==> config.mk <==
export PLATFORM = sky130hd
export DESIGN_NAME = usb_host_tx_dma_descriptor_engine
export DESIGN_NICKNAME = d
export VERILOG_FILES = /design/src/core/utd_pkg.sv /design/src/core/usb_host_tx_dma_descriptor_engine.sv
export SDC_FILE = /design/constraint.sdc
export NUM_CORES = 2
export LEC_CHECK = 0
export BUFFER_PORTS_ARGS = -buffer_cell sky130_fd_sc_hd__buf_4
export CELL_PAD_IN_SITES_DETAIL_PLACEMENT = 0
export CELL_PAD_IN_SITES_GLOBAL_PLACEMENT = 1
export CORE_AREA = 5 5 311 313
export CTS_CLUSTER_DIAMETER = 150
export DETAILED_ROUTE_END_ITERATION = 12
export DIE_AREA = 0 0 316 318
export GPL_TIMING_DRIVEN = 0
export MAX_ROUTING_LAYER = met4
export PLACE_DENSITY = 0.85
export SYNTH_ARGS = -nofsm -noshare
export SYNTH_HDL_FRONTEND = slang
export SYNTH_SLANG_ARGS = --single-unit
==> constraint.sdc <==
create_clock -name clk -period 35 [get_ports clk]
set_input_delay 10.5 -clock clk [delete_from_list [all_inputs] [get_ports clk]]
set_output_delay 10.5 -clock clk [all_outputs]
set_load 0.01 [all_outputs]
==> src/core/utd_pkg.sv <==
// constants, register map and types of the host transmit dma engine
// assumes a 50 MHz system clock and a 12-bit apb byte address
package utd_pkg;
  localparam int CLK_MHZ = 50;
  localparam int FRAME_TIME_US = 1000;
  localparam int NUM_EP = 5;
  localparam int NUM_CH = 4;
  // per-endpoint window: endpoint n at byte n*32
  localparam logic [4:0] OFS_FUNC = 5'h00;
  localparam logic [4:0] OFS_TYPE = 5'h04;
  localparam logic [4:0] OFS_MAXP = 5'h08;
  localparam logic [4:0] OFS_INTV = 5'h0C;
  localparam logic [4:0] OFS_CSR = 5'h10;
  localparam logic [4:0] OFS_FIFOSZ = 5'h14;
  localparam logic [11:0] OFS_IRQ_EN = 12'h100;
  localparam logic [11:0] OFS_HEAD0 = 12'h200;
  localparam logic [11:0] OFS_MODE = 12'h210;
  localparam int FIFOSZ_DBL_BIT = 4;
  localparam int CSR_PKT_READY_BIT = 0;
  localparam int CSR_NOT_EMPTY_BIT = 1;
  localparam int CSR_ERROR_BIT = 2;
  localparam int CSR_SUPPRESS_BIT = 10;
  localparam int CSR_FORCE_TOGGLE_BIT = 11;
  localparam int CSR_DMA_EN_BIT = 12;
  localparam int CSR_MODE_BIT = 13;
  localparam logic [15:0] CSR_RW_MASK = 16'h3C00;
  localparam int TYPE_PROTO_LSB = 4;
  localparam logic [1:0] PROTO_ISO = 2'h1;
  // descriptor word 3 flags
  localparam int D3_FIRST = 31;
  localparam int D3_LAST = 30;
  localparam int D3_OWNER = 29;
  localparam int D3_QEND = 28;
  localparam logic [31:0] DESC_W3_OFS = 32'h0000000C;
  localparam logic [6:0] DESC_BYTES = 7'h10;
  localparam logic [6:0] MAX_BURST = 7'h40;
  localparam logic [6:0] WORD_BYTES = 7'h04;
  localparam logic [31:0] RST_HEAD = 32'h00000000;
  localparam logic [15:0] RST_CSR = 16'h0000;
  localparam logic [4:0] RST_FIFOSZ = 5'h00;
  localparam logic [10:0] RST_MAXP = 11'h000;
  typedef enum logic [2:0] {
    D_IDLE = 3'b000,
    D_DESC = 3'b001,
    D_DATA = 3'b010,
    D_WBSOP = 3'b011,
    D_WBEOQ = 3'b100,
    D_NEXT = 3'b101
  } dma_state_t;
endpackage

==> src/core/usb_host_tx_dma_descriptor_engine.sv <==
// host transmit endpoints 0..4 with a descriptor-chain dma feeding endpoints 1..4
// assumes apb master, a word memory port that acks one word at a time in a burst, gaps allowed,
// and a link that reports each sent packet on sent_valid, all on clk
`timescale 1ns/100ps
module usb_host_tx_dma_descriptor_engine #(
  parameter int unsigned FRAME_CYCLES = utd_pkg::FRAME_TIME_US * utd_pkg::CLK_MHZ
) (
  input wire logic clk,
  input wire logic rst_b,
  input wire logic psel,
  input wire logic penable,
  input wire logic pwrite,
  input wire logic [11:0] paddr,
  input wire logic [31:0] pwdata,
  output logic [31:0] prdata,
  output logic pready,
  output logic pslverr,
  output logic mem_req,
  output logic mem_we,
  output logic [31:0] mem_addr,
  output logic [31:0] mem_wdata,
  output logic [6:0] mem_blen,
  input wire logic mem_ack,
  input wire logic [31:0] mem_rdata,
  output logic fifo_wr,
  output logic [2:0] fifo_ep,
  output logic [31:0] fifo_data,
  output logic [2:0] fifo_nbytes,
  output logic fifo_commit,
  output logic [3:0] dma_req,
  output logic tok_valid,
  output logic [2:0] tok_ep,
  output logic [6:0] tok_func_addr,
  output logic [7:0] tok_type,
  input wire logic sent_valid,
  input wire logic [2:0] sent_ep,
  input wire logic sent_err,
  output logic [4:0] ep_irq,
  output logic sof_pulse
);
  logic rst_s1_r;
  logic rst_n;
  always_ff @(posedge clk or negedge rst_b)
    if (!rst_b)
      {rst_s1_r, rst_n} <= 2'h0;
    else
      {rst_s1_r, rst_n} <= {1'b1, rst_s1_r};

  logic [6:0] func_r [5];
  logic [7:0] type_r [5];
  logic [10:0] maxp_r [5];
  logic [7:0] intv_r [5];
  logic [15:0] ctl_r [5];
  logic [4:0] fifosz_r [5];
  logic [4:0] ien_r;
  logic [3:0] mode_r;
  logic [31:0] head_r [4];
  logic [1:0] pcnt_r [5];
  logic err_r [5];
  logic [1:0] cap [5];
  logic [4:0] rdy_mask;
  utd_pkg::dma_state_t st_r;
  logic [1:0] ch_r;
  logic [1:0] widx_r;
  logic [31:0] desc_r;
  logic [31:0] first_r;
  logic [31:0] nxt_r;
  logic [31:0] buf_r;
  logic [31:0] w2_r;
  logic [31:0] w3_r;
  logic [31:0] firstw3_r;
  logic [15:0] rem_r;
  logic [6:0] bcnt_r;
  logic [10:0] pbytes_r;

  // apb: one wait state so that read data comes from a flop
  wire apb_acc = psel & penable & ~pready;
  wire apb_wr = psel & penable & pwrite & pready;
  wire [2:0] a_ep = paddr[7:5];
  wire [4:0] a_rg = paddr[4:0];
  wire ep_hit = (paddr[11:8] == 4'h0) & (a_ep < 3'h5) & (a_rg <= utd_pkg::OFS_FIFOSZ)
    & (a_rg[1:0] == 2'h0);
  wire [2:0] ep_ix = ep_hit ? a_ep : 3'h0;
  wire irq_hit = paddr[11:2] == utd_pkg::OFS_IRQ_EN[11:2];
  wire head_hit = paddr[11:4] == utd_pkg::OFS_HEAD0[11:4];
  wire mode_hit = paddr[11:2] == utd_pkg::OFS_MODE[11:2];
  wire hit = ep_hit | irq_hit | head_hit | mode_hit;
  wire [1:0] a_ch = paddr[3:2];
  wire ep_wr = apb_wr & ep_hit;
  wire csr_wr = ep_wr & (a_rg == utd_pkg::OFS_CSR);
  wire [2:0] dma_ep = {1'b0, ch_r} + 3'h1;
  wire [15:0] csr_rd = (ctl_r[ep_ix] & utd_pkg::CSR_RW_MASK)
    | {13'h0, err_r[ep_ix], pcnt_r[ep_ix] != 2'h0, pcnt_r[ep_ix] != 2'h0};

  logic [31:0] rd_nxt;
  always_comb
  begin
    rd_nxt = 32'h0;
    if (ep_hit)
      case (a_rg)
        utd_pkg::OFS_FUNC: rd_nxt = {25'h0, func_r[ep_ix]};
        utd_pkg::OFS_TYPE: rd_nxt = {24'h0, type_r[ep_ix]};
        utd_pkg::OFS_MAXP: rd_nxt = {21'h0, maxp_r[ep_ix]};
        utd_pkg::OFS_INTV: rd_nxt = {24'h0, intv_r[ep_ix]};
        utd_pkg::OFS_CSR: rd_nxt = {16'h0, csr_rd};
        default: rd_nxt = {27'h0, fifosz_r[ep_ix]};
      endcase
    else if (irq_hit)
      rd_nxt = {27'h0, ien_r};
    else if (head_hit)
      rd_nxt = head_r[a_ch];
    else if (mode_hit)
      rd_nxt = {28'h0, mode_r};
  end

  always_ff @(posedge clk or negedge rst_n)
    if (!rst_n)
    begin
      pready <= 1'b0;
      pslverr <= 1'b0;
      prdata <= 32'h0;
    end
    else
    begin
      pready <= apb_acc;
      pslverr <= apb_acc & ~hit;
      prdata <= apb_acc & ~pwrite ? rd_nxt : 32'h0;
    end

  // endpoint setup registers, written only by software
  always_ff @(posedge clk or negedge rst_n)
    if (!rst_n)
    begin
      for (int i = 0; i < utd_pkg::NUM_EP; i++)
      begin
        func_r[i] <= 7'h0;
        type_r[i] <= 8'h0;
        maxp_r[i] <= utd_pkg::RST_MAXP;
        intv_r[i] <= 8'h0;
        ctl_r[i] <= utd_pkg::RST_CSR;
        fifosz_r[i] <= utd_pkg::RST_FIFOSZ;
      end
      ien_r <= 5'h0;
      mode_r <= 4'h0;
    end
    else
    begin
      if (ep_wr)
        case (a_rg)
          utd_pkg::OFS_FUNC: func_r[ep_ix] <= pwdata[6:0];
          utd_pkg::OFS_TYPE: type_r[ep_ix] <= pwdata[7:0];
          utd_pkg::OFS_MAXP: maxp_r[ep_ix] <= pwdata[10:0];
          utd_pkg::OFS_INTV: intv_r[ep_ix] <= pwdata[7:0];
          utd_pkg::OFS_CSR: ctl_r[ep_ix] <= pwdata[15:0] & utd_pkg::CSR_RW_MASK;
          default: fifosz_r[ep_ix] <= pwdata[4:0];
        endcase
      if (apb_wr & irq_hit)
        ien_r <= pwdata[4:0];
      if (apb_wr & mode_hit)
        mode_r <= pwdata[3:0];
    end

  // fifo occupancy per endpoint; force toggle is stored but never consulted
  for (genvar e = 0; e < utd_pkg::NUM_EP; e++)
  begin : g_ep
    wire dma_on = ctl_r[e][utd_pkg::CSR_DMA_EN_BIT];
    wire quiet = dma_on & ctl_r[e][utd_pkg::CSR_SUPPRESS_BIT];
    wire sent_here = sent_valid & (sent_ep == e);
    wire inc = (csr_wr & (ep_ix == e) & pwdata[utd_pkg::CSR_PKT_READY_BIT])
      | (fifo_commit & (fifo_ep == e));
    wire dec = sent_here & (pcnt_r[e] != 2'h0);
    assign cap[e] = fifosz_r[e][utd_pkg::FIFOSZ_DBL_BIT] ? 2'h2 : 2'h1;
    assign rdy_mask[e] = pcnt_r[e] != 2'h0;
    always_ff @(posedge clk or negedge rst_n)
      if (!rst_n)
      begin
        pcnt_r[e] <= 2'h0;
        err_r[e] <= 1'b0;
        ep_irq[e] <= 1'b0;
      end
      else
      begin
        if (inc & ~dec & (pcnt_r[e] < cap[e]))
          pcnt_r[e] <= pcnt_r[e] + 2'h1;
        else if (dec & ~inc)
          pcnt_r[e] <= pcnt_r[e] - 2'h1;
        // a link error in the clearing cycle still sticks
        if (sent_here & sent_err)
          err_r[e] <= 1'b1;
        else if (csr_wr & (ep_ix == e) & ~pwdata[utd_pkg::CSR_ERROR_BIT])
          err_r[e] <= 1'b0;
        ep_irq[e] <= ien_r[e] & sent_here & (sent_err | ~quiet);
      end

  end

  // frame timer and one out token per ready endpoint each frame
  logic [31:0] frm_r;
  logic [4:0] pend_r;
  logic iss_v;
  logic [2:0] iss_ep;
  always_comb
  begin
    iss_v = 1'b0;
    iss_ep = 3'h0;
    for (int i = utd_pkg::NUM_EP - 1; i >= 0; i--)
      if (pend_r[i] & rdy_mask[i])
      begin
        iss_v = 1'b1;
        iss_ep = 3'(i);
      end
  end
  wire frame_end = frm_r == FRAME_CYCLES - 1;

  always_ff @(posedge clk or negedge rst_n)
    if (!rst_n)
    begin
      frm_r <= 32'h0;
      sof_pulse <= 1'b0;
      pend_r <= 5'h0;
      tok_valid <= 1'b0;
      tok_ep <= 3'h0;
      tok_func_addr <= 7'h0;
      tok_type <= 8'h0;
    end
    else
    begin
      frm_r <= frame_end ? 32'h0 : frm_r + 32'h1;
      sof_pulse <= frame_end;
      tok_valid <= iss_v;
      tok_ep <= iss_ep;
      tok_func_addr <= func_r[iss_ep];
      tok_type <= type_r[iss_ep];
      if (frame_end)
        pend_r <= rdy_mask;
      else if (iss_v)
        pend_r[iss_ep] <= 1'b0;
    end

  // dma channel c serves endpoint c+1; endpoint 0 has none
  logic pick_v;
  logic [1:0] pick;
  always_comb
  begin
    pick_v = 1'b0;
    pick = 2'h0;
    for (int c = utd_pkg::NUM_CH - 1; c >= 0; c--)
      if (dma_req[c] & (head_r[c] != 32'h0))
      begin
        pick_v = 1'b1;
        pick = 2'(c);
      end
  end

  always_ff @(posedge clk or negedge rst_n)
    if (!rst_n)
      dma_req <= 4'h0;
    else
      for (int c = 0; c < utd_pkg::NUM_CH; c++)
        dma_req[c] <= ctl_r[c + 1][utd_pkg::CSR_DMA_EN_BIT] & (pcnt_r[c + 1] < cap[c + 1]);

  // the dma side wins a head pointer collision with software
  always_ff @(posedge clk or negedge rst_n)
    if (!rst_n)
      for (int c = 0; c < utd_pkg::NUM_CH; c++)
        head_r[c] <= utd_pkg::RST_HEAD;
    else if (st_r == utd_pkg::D_NEXT)
      head_r[ch_r] <= nxt_r;
    else if (apb_wr & head_hit)
      head_r[a_ch] <= {pwdata[31:2], 2'h0};

  wire [2:0] nb = rem_r < 16'h4 ? rem_r[2:0] : 3'h4;
  wire [6:0] blen = rem_r < 16'h40 ? rem_r[6:0] : utd_pkg::MAX_BURST;
  wire net_mode = mode_r[ch_r];
  wire net_cut = net_mode & (pbytes_r + {8'h0, nb} == maxp_r[dma_ep]);
  wire last_cmt = ~net_mode | (pbytes_r != 11'h0);
  wire qend_first = (nxt_r == 32'h0) & (first_r == desc_r);
  wire qend_cur = (nxt_r == 32'h0) & (first_r != desc_r);
  wire [31:0] wb_first = (firstw3_r & ~(32'h1 << utd_pkg::D3_OWNER))
    | ({31'h0, qend_first} << utd_pkg::D3_QEND);

  always_ff @(posedge clk or negedge rst_n)
    if (!rst_n)
    begin
      st_r <= utd_pkg::D_IDLE;
      {ch_r, widx_r, bcnt_r, rem_r, pbytes_r} <= 38'h0;
      {desc_r, first_r, nxt_r, buf_r} <= 128'h0;
      {w2_r, w3_r, firstw3_r} <= 96'h0;
      {mem_req, mem_we, mem_blen} <= 9'h0;
      {mem_addr, mem_wdata, fifo_data} <= 96'h0;
      {fifo_wr, fifo_ep, fifo_nbytes, fifo_commit} <= 8'h0;
    end
    else
    begin
      fifo_wr <= 1'b0;
      fifo_commit <= 1'b0;
      unique case (st_r)
        utd_pkg::D_IDLE:
          if (pick_v)
          begin
            ch_r <= pick;
            desc_r <= head_r[pick];
            {mem_req, mem_we, mem_addr, mem_blen} <= {2'h2, head_r[pick], utd_pkg::DESC_BYTES};
            widx_r <= 2'h0;
            st_r <= utd_pkg::D_DESC;
          end
        utd_pkg::D_DESC:
          if (mem_ack)
          begin
            widx_r <= widx_r + 2'h1;
            case (widx_r)
              2'h0: nxt_r <= mem_rdata;
              2'h1: buf_r <= mem_rdata;
              2'h2: w2_r <= mem_rdata;
              default:
              begin
                w3_r <= mem_rdata;
                mem_req <= 1'b0;
                rem_r <= w2_r[15:0];
                if (mem_rdata[utd_pkg::D3_FIRST])
                begin
                  first_r <= desc_r;
                  firstw3_r <= mem_rdata;
                  pbytes_r <= 11'h0;
                  buf_r <= buf_r + {16'h0, w2_r[31:16]};
                end
                // a packet software still owns is left alone and polled again
                if (mem_rdata[utd_pkg::D3_FIRST] & ~mem_rdata[utd_pkg::D3_OWNER])
                  st_r <= utd_pkg::D_IDLE;
                else
                  st_r <= utd_pkg::D_DATA;
              end
            endcase
          end
        utd_pkg::D_DATA:
          if (!mem_req)
          begin
            if (rem_r != 16'h0)
            begin
              {mem_req, mem_we, mem_addr, mem_blen} <= {2'h2, buf_r, blen};
              bcnt_r <= blen;
            end
            else if (w3_r[utd_pkg::D3_LAST])
            begin
              fifo_commit <= last_cmt;
              fifo_ep <= dma_ep;
              {mem_req, mem_we, mem_blen} <= {2'h3, utd_pkg::WORD_BYTES};
              mem_addr <= first_r + utd_pkg::DESC_W3_OFS;
              mem_wdata <= wb_first;
              st_r <= utd_pkg::D_WBSOP;
            end
            else
              st_r <= utd_pkg::D_NEXT;
          end
          else if (mem_ack)
          begin
            fifo_wr <= 1'b1;
            fifo_ep <= dma_ep;
            fifo_data <= mem_rdata;
            fifo_nbytes <= nb;
            rem_r <= rem_r - {13'h0, nb};
            buf_r <= buf_r + {29'h0, nb};
            bcnt_r <= bcnt_r - {4'h0, nb};
            pbytes_r <= net_cut ? 11'h0 : pbytes_r + {8'h0, nb};
            fifo_commit <= net_cut;
            if (bcnt_r <= utd_pkg::WORD_BYTES)
              mem_req <= 1'b0;
          end
        utd_pkg::D_WBSOP:
          if (mem_ack)
          begin
            if (qend_cur)
            begin
              mem_addr <= desc_r + utd_pkg::DESC_W3_OFS;
              mem_wdata <= w3_r | (32'h1 << utd_pkg::D3_QEND);
              st_r <= utd_pkg::D_WBEOQ;
            end
            else
            begin
              mem_req <= 1'b0;
              st_r <= utd_pkg::D_NEXT;
            end
          end
        utd_pkg::D_WBEOQ:
          if (mem_ack)
          begin
            mem_req <= 1'b0;
            st_r <= utd_pkg::D_NEXT;
          end
        utd_pkg::D_NEXT:
          if ((nxt_r != 32'h0) & ~w3_r[utd_pkg::D3_LAST])
          begin
            desc_r <= nxt_r;
            {mem_req, mem_we, mem_addr, mem_blen} <= {2'h2, nxt_r, utd_pkg::DESC_BYTES};
            widx_r <= 2'h0;
            st_r <= utd_pkg::D_DESC;
          end
          else
            st_r <= utd_pkg::D_IDLE;
        default:
          st_r <= utd_pkg::D_IDLE;
      endcase
    end
endmodule // usb_host_tx_dma_descriptor_engine

==> impl_metrics.json <==
{
  "status": "finished, violations left",
  "violations": "max-capacitance violations, max-slew violations",
  "crit_path_cell_trace": "buf_4, nor2_1, and2_1, clkbuf_1, nand2_1, nor3_1, nor4_1, a2111oi_0",
  "clock-root-buffer": "clkbuf_16",
  "rsz0062_at_grt": "no",
  "clock_sinks": 845,
  "finalNetCount": 4869,
  "p_leak_nw": 23.43,
  "rows": 113,
  "crit_type": "input port to flip-flop",
  "synth_top_family_by_area": "compound AO/OA/AOI/OAI gates",
  "power_density_mw_per_mm2": 70.62,
  "slew_violations": 11,
  "ios": 263,
  "clk_path_buf_depth": 3,
  "mostFrequentLayoutCells": "844 x dfrtp_1, 570 x nand2_1, 358 x mux2_2",
  "grt_overflow": 0,
  "drc": 0,
  "grt_pass1_wl_mm": 253.0,
  "synth-simple-area-share": 0.1454,
  "gp_congestion": 1.014,
  "relSlewSlack": -0.05406,
  "synthMuxAreaShare": 0.1450,
  "initial_utilization": 0.4732,
  "ys_warn_count": 0,
  "period_share": 0.3888,
  "dpl_worst_slack_ns": 20.89,
  "setup_ws_ns": 21.39,
  "die_x_um": 316,
  "wl_mm": 171.5,
  "cts_hold_buf": 0,
  "core_mm2": 0.09402,
  "synthAdderAreaFrac": 0.01361,
  "yosys.area.top_type_share": 0.4753,
  "synth_xor_area_frac": 0.03051,
  "critPathCaptureType": "flip-flop",
  "viasPerCell": 6.442,
  "vdd.ir_drop.worst_mv": 0.04812,
  "cts_setup_buffers": 0,
  "cts-resized-gates": 0,
  "die-area_mm2": 0.1005,
  "synthToLayoutAreaGrowth_pct": 16.22,
  "grt_max_degree": 74,
  "arrival_ns": 14.07,
  "synth_area_leaders": "dfrtp_1 48%, mux2_2 9.1%, nand2_1 4.8%",
  "synth_edf_count": 0,
  "cap_viol_max_count": 1,
  "synth-compound-area-share": 0.1548,
  "tritoncts": "yes",
  "final_common_cell": "dfrtp_1",
  "wl_per_cell_um": 28.20,
  "fin_crit_ns": 13.61,
  "grtUsageTotal": 0.3421,
  "ant_nets": 0,
  "final_core_util": 0.5499,
  "drtIter0Drc": 4824,
  "critPathTopFamily": "simple AND/OR/NAND/NOR gates",
  "htree_levels": 3,
  "cts_made_buffers": 96,
  "clk_pin_slew_ns": 0.06,
  "async_flop_share": 1.000,
  "hp-class": "flip-flop to async pin",
  "ys_types": 97,
  "synth_top_area_cell": "dfrtp_1",
  "synth-seq-cells": 845,
  "path_buf_inv": 2,
  "firstDrtPassIters": 6,
  "syn_inst": 4364,
  "cp_max_fo": 10,
  "worst-endpoint-required_ns": 35.46,
  "synthesis.area_mm2": 0.04449,
  "clock_skew_ns": 0.05265,
  "portBuffers": 258,
  "crit_slowest_cell": "a2111oi_0",
  "yosysSeqAreaShare": 0.4753,
  "synth_top_flop_cell": "dfrtp_1",
  "cpPeakStageDelay_ns": 1.14,
  "clkLatencyLatePin_ns": 0.71,
  "p_total_mw": 3.651,
  "die_h_um": 318,
  "hold_viol": 0,
  "dp_hpwl_mm": 126.2,
  "drive_gt1_frac": 0.2030,
  "worst_slew_pin_slew_ns": 1.575,
  "max_freq_mhz": 73.48,
  "syn-mean-instance-area_um2": 10.19,
  "setup_violations": 0,
  "grt_pass1_vias": 37866,
  "startpoint_type": "input port",
  "antenna_found_initial": 5,
  "routed-via-count": 39172
}
-- stage by stage --
step	hold WS, ns	cell area, um^2	instances	setup TNS, ns
final	0.2569	51700	6081	0
after floorplan	0.3312	44490	4365	0
after CTS	0.2666	51690	6077	0
after detailed placement	0.2988	48420	5903	0
after global routing	0.3086	51700	6081	0
after global placement	0.3352	48010	5888	-301.61
-- state kept, by name, indices dropped and copies added (netlist names), 35 cells and up --
| name | flops |
|---|---|
| func_r | 35 |
| head_r | 128 |
| intv_r | 40 |
| maxp_r | 55 |
| type_r | 40 |
-- final cells by class --
class,count,area (um^2)
Inverter,57,214.0
Buffer,318,1358
Clock inverter,37,454.2
Tap cell,1265,1583
Multi-Input combinational cell,3145,21780
Sequential cell,845,21150
Clock buffer,137,2818
Antenna cell,4,10.01
Fill cell,8342,42320
Timing Repair Buffer,273,2342
-- logic make-up after synthesis --
kind of cell	after synthesis
buffers and inverters	375
muxes	551
and+or+nand+nor	1389
DFF	845
xor gates and xnor gates	155
other	1
AOI/OAI and AO/OA	1002
adders and majority gates	46
-- Yosys cell counts, types with 36 or more instances --
cell,number
o22ai_1,103
clkbuf_1,202
nand4_1,52
ha_1,42
a31oi_1,38
nand2_1,570
o21ai_0,254
mux2_2,358
mux2i_1,154
dfrtp_1,845
inv_1,53
xor2_1,77
nor4_1,76
nand3_1,76
a221o_1,134
nor3_1,75
nor2_1,339
and2_1,36
buf_2,66
mux4_2,39
a21oi_1,172
xnor2_1,78
-- metal layers --
layer	routed length (um)	track usage	vias to the layer above
met3	18070	0.07326	420
li1	-	-	16741
met1	69800	0.4690	19694
met5	0	-	-
met2	75150	0.4955	2317
met4	8459	0.1427	0
-- path summary, 6_finish.rpt --
kind / cells past startpoint / from / end / slack, ns
setup / recovery: 8 / paddr[3] / prdata[2] / 21.39
hold / removal: 0 / rst_n / rem_r[7] / 0.26
setup reg to reg: 18 / rem_r[10] / pbytes_r[5] / 29.88
hold reg to reg: 0 / rst_n / rem_r[7] / 0.26
max in group asynchronous: 1 / rst_b / rst_n / 25.30
min in group clk: 0 / rst_s1_r / rst_n / 0.35
-- worst reg2reg max path, stage by stage (launching register included) --
cell and delay (ns):
dfrtp_1 0.44, nor4_2 0.46, and3_1 0.22, buf_2 0.19
buf_4 0.20, nand2_1 0.23, inv_1 0.34, nand2_1 0.25
inv_1 0.31, ha_1 0.30, a211oi_1 0.51, nor2_1 0.19
xnor2_1 0.23, xnor2_1 0.16, and4b_1 0.21, nand4_1 0.21
buf_2 0.26, a31oi_1 0.19, mux2i_1 0.09
-- report_power, final --
group	total, mW	switching [mW]	internal [mW]
clock network	1.05	0.440	0.607
registers	1.38	0.220	1.16
logic	1.23	0.755	0.471
total	3.65	1.42	2.24
Power figures use the tool's default switching activity.
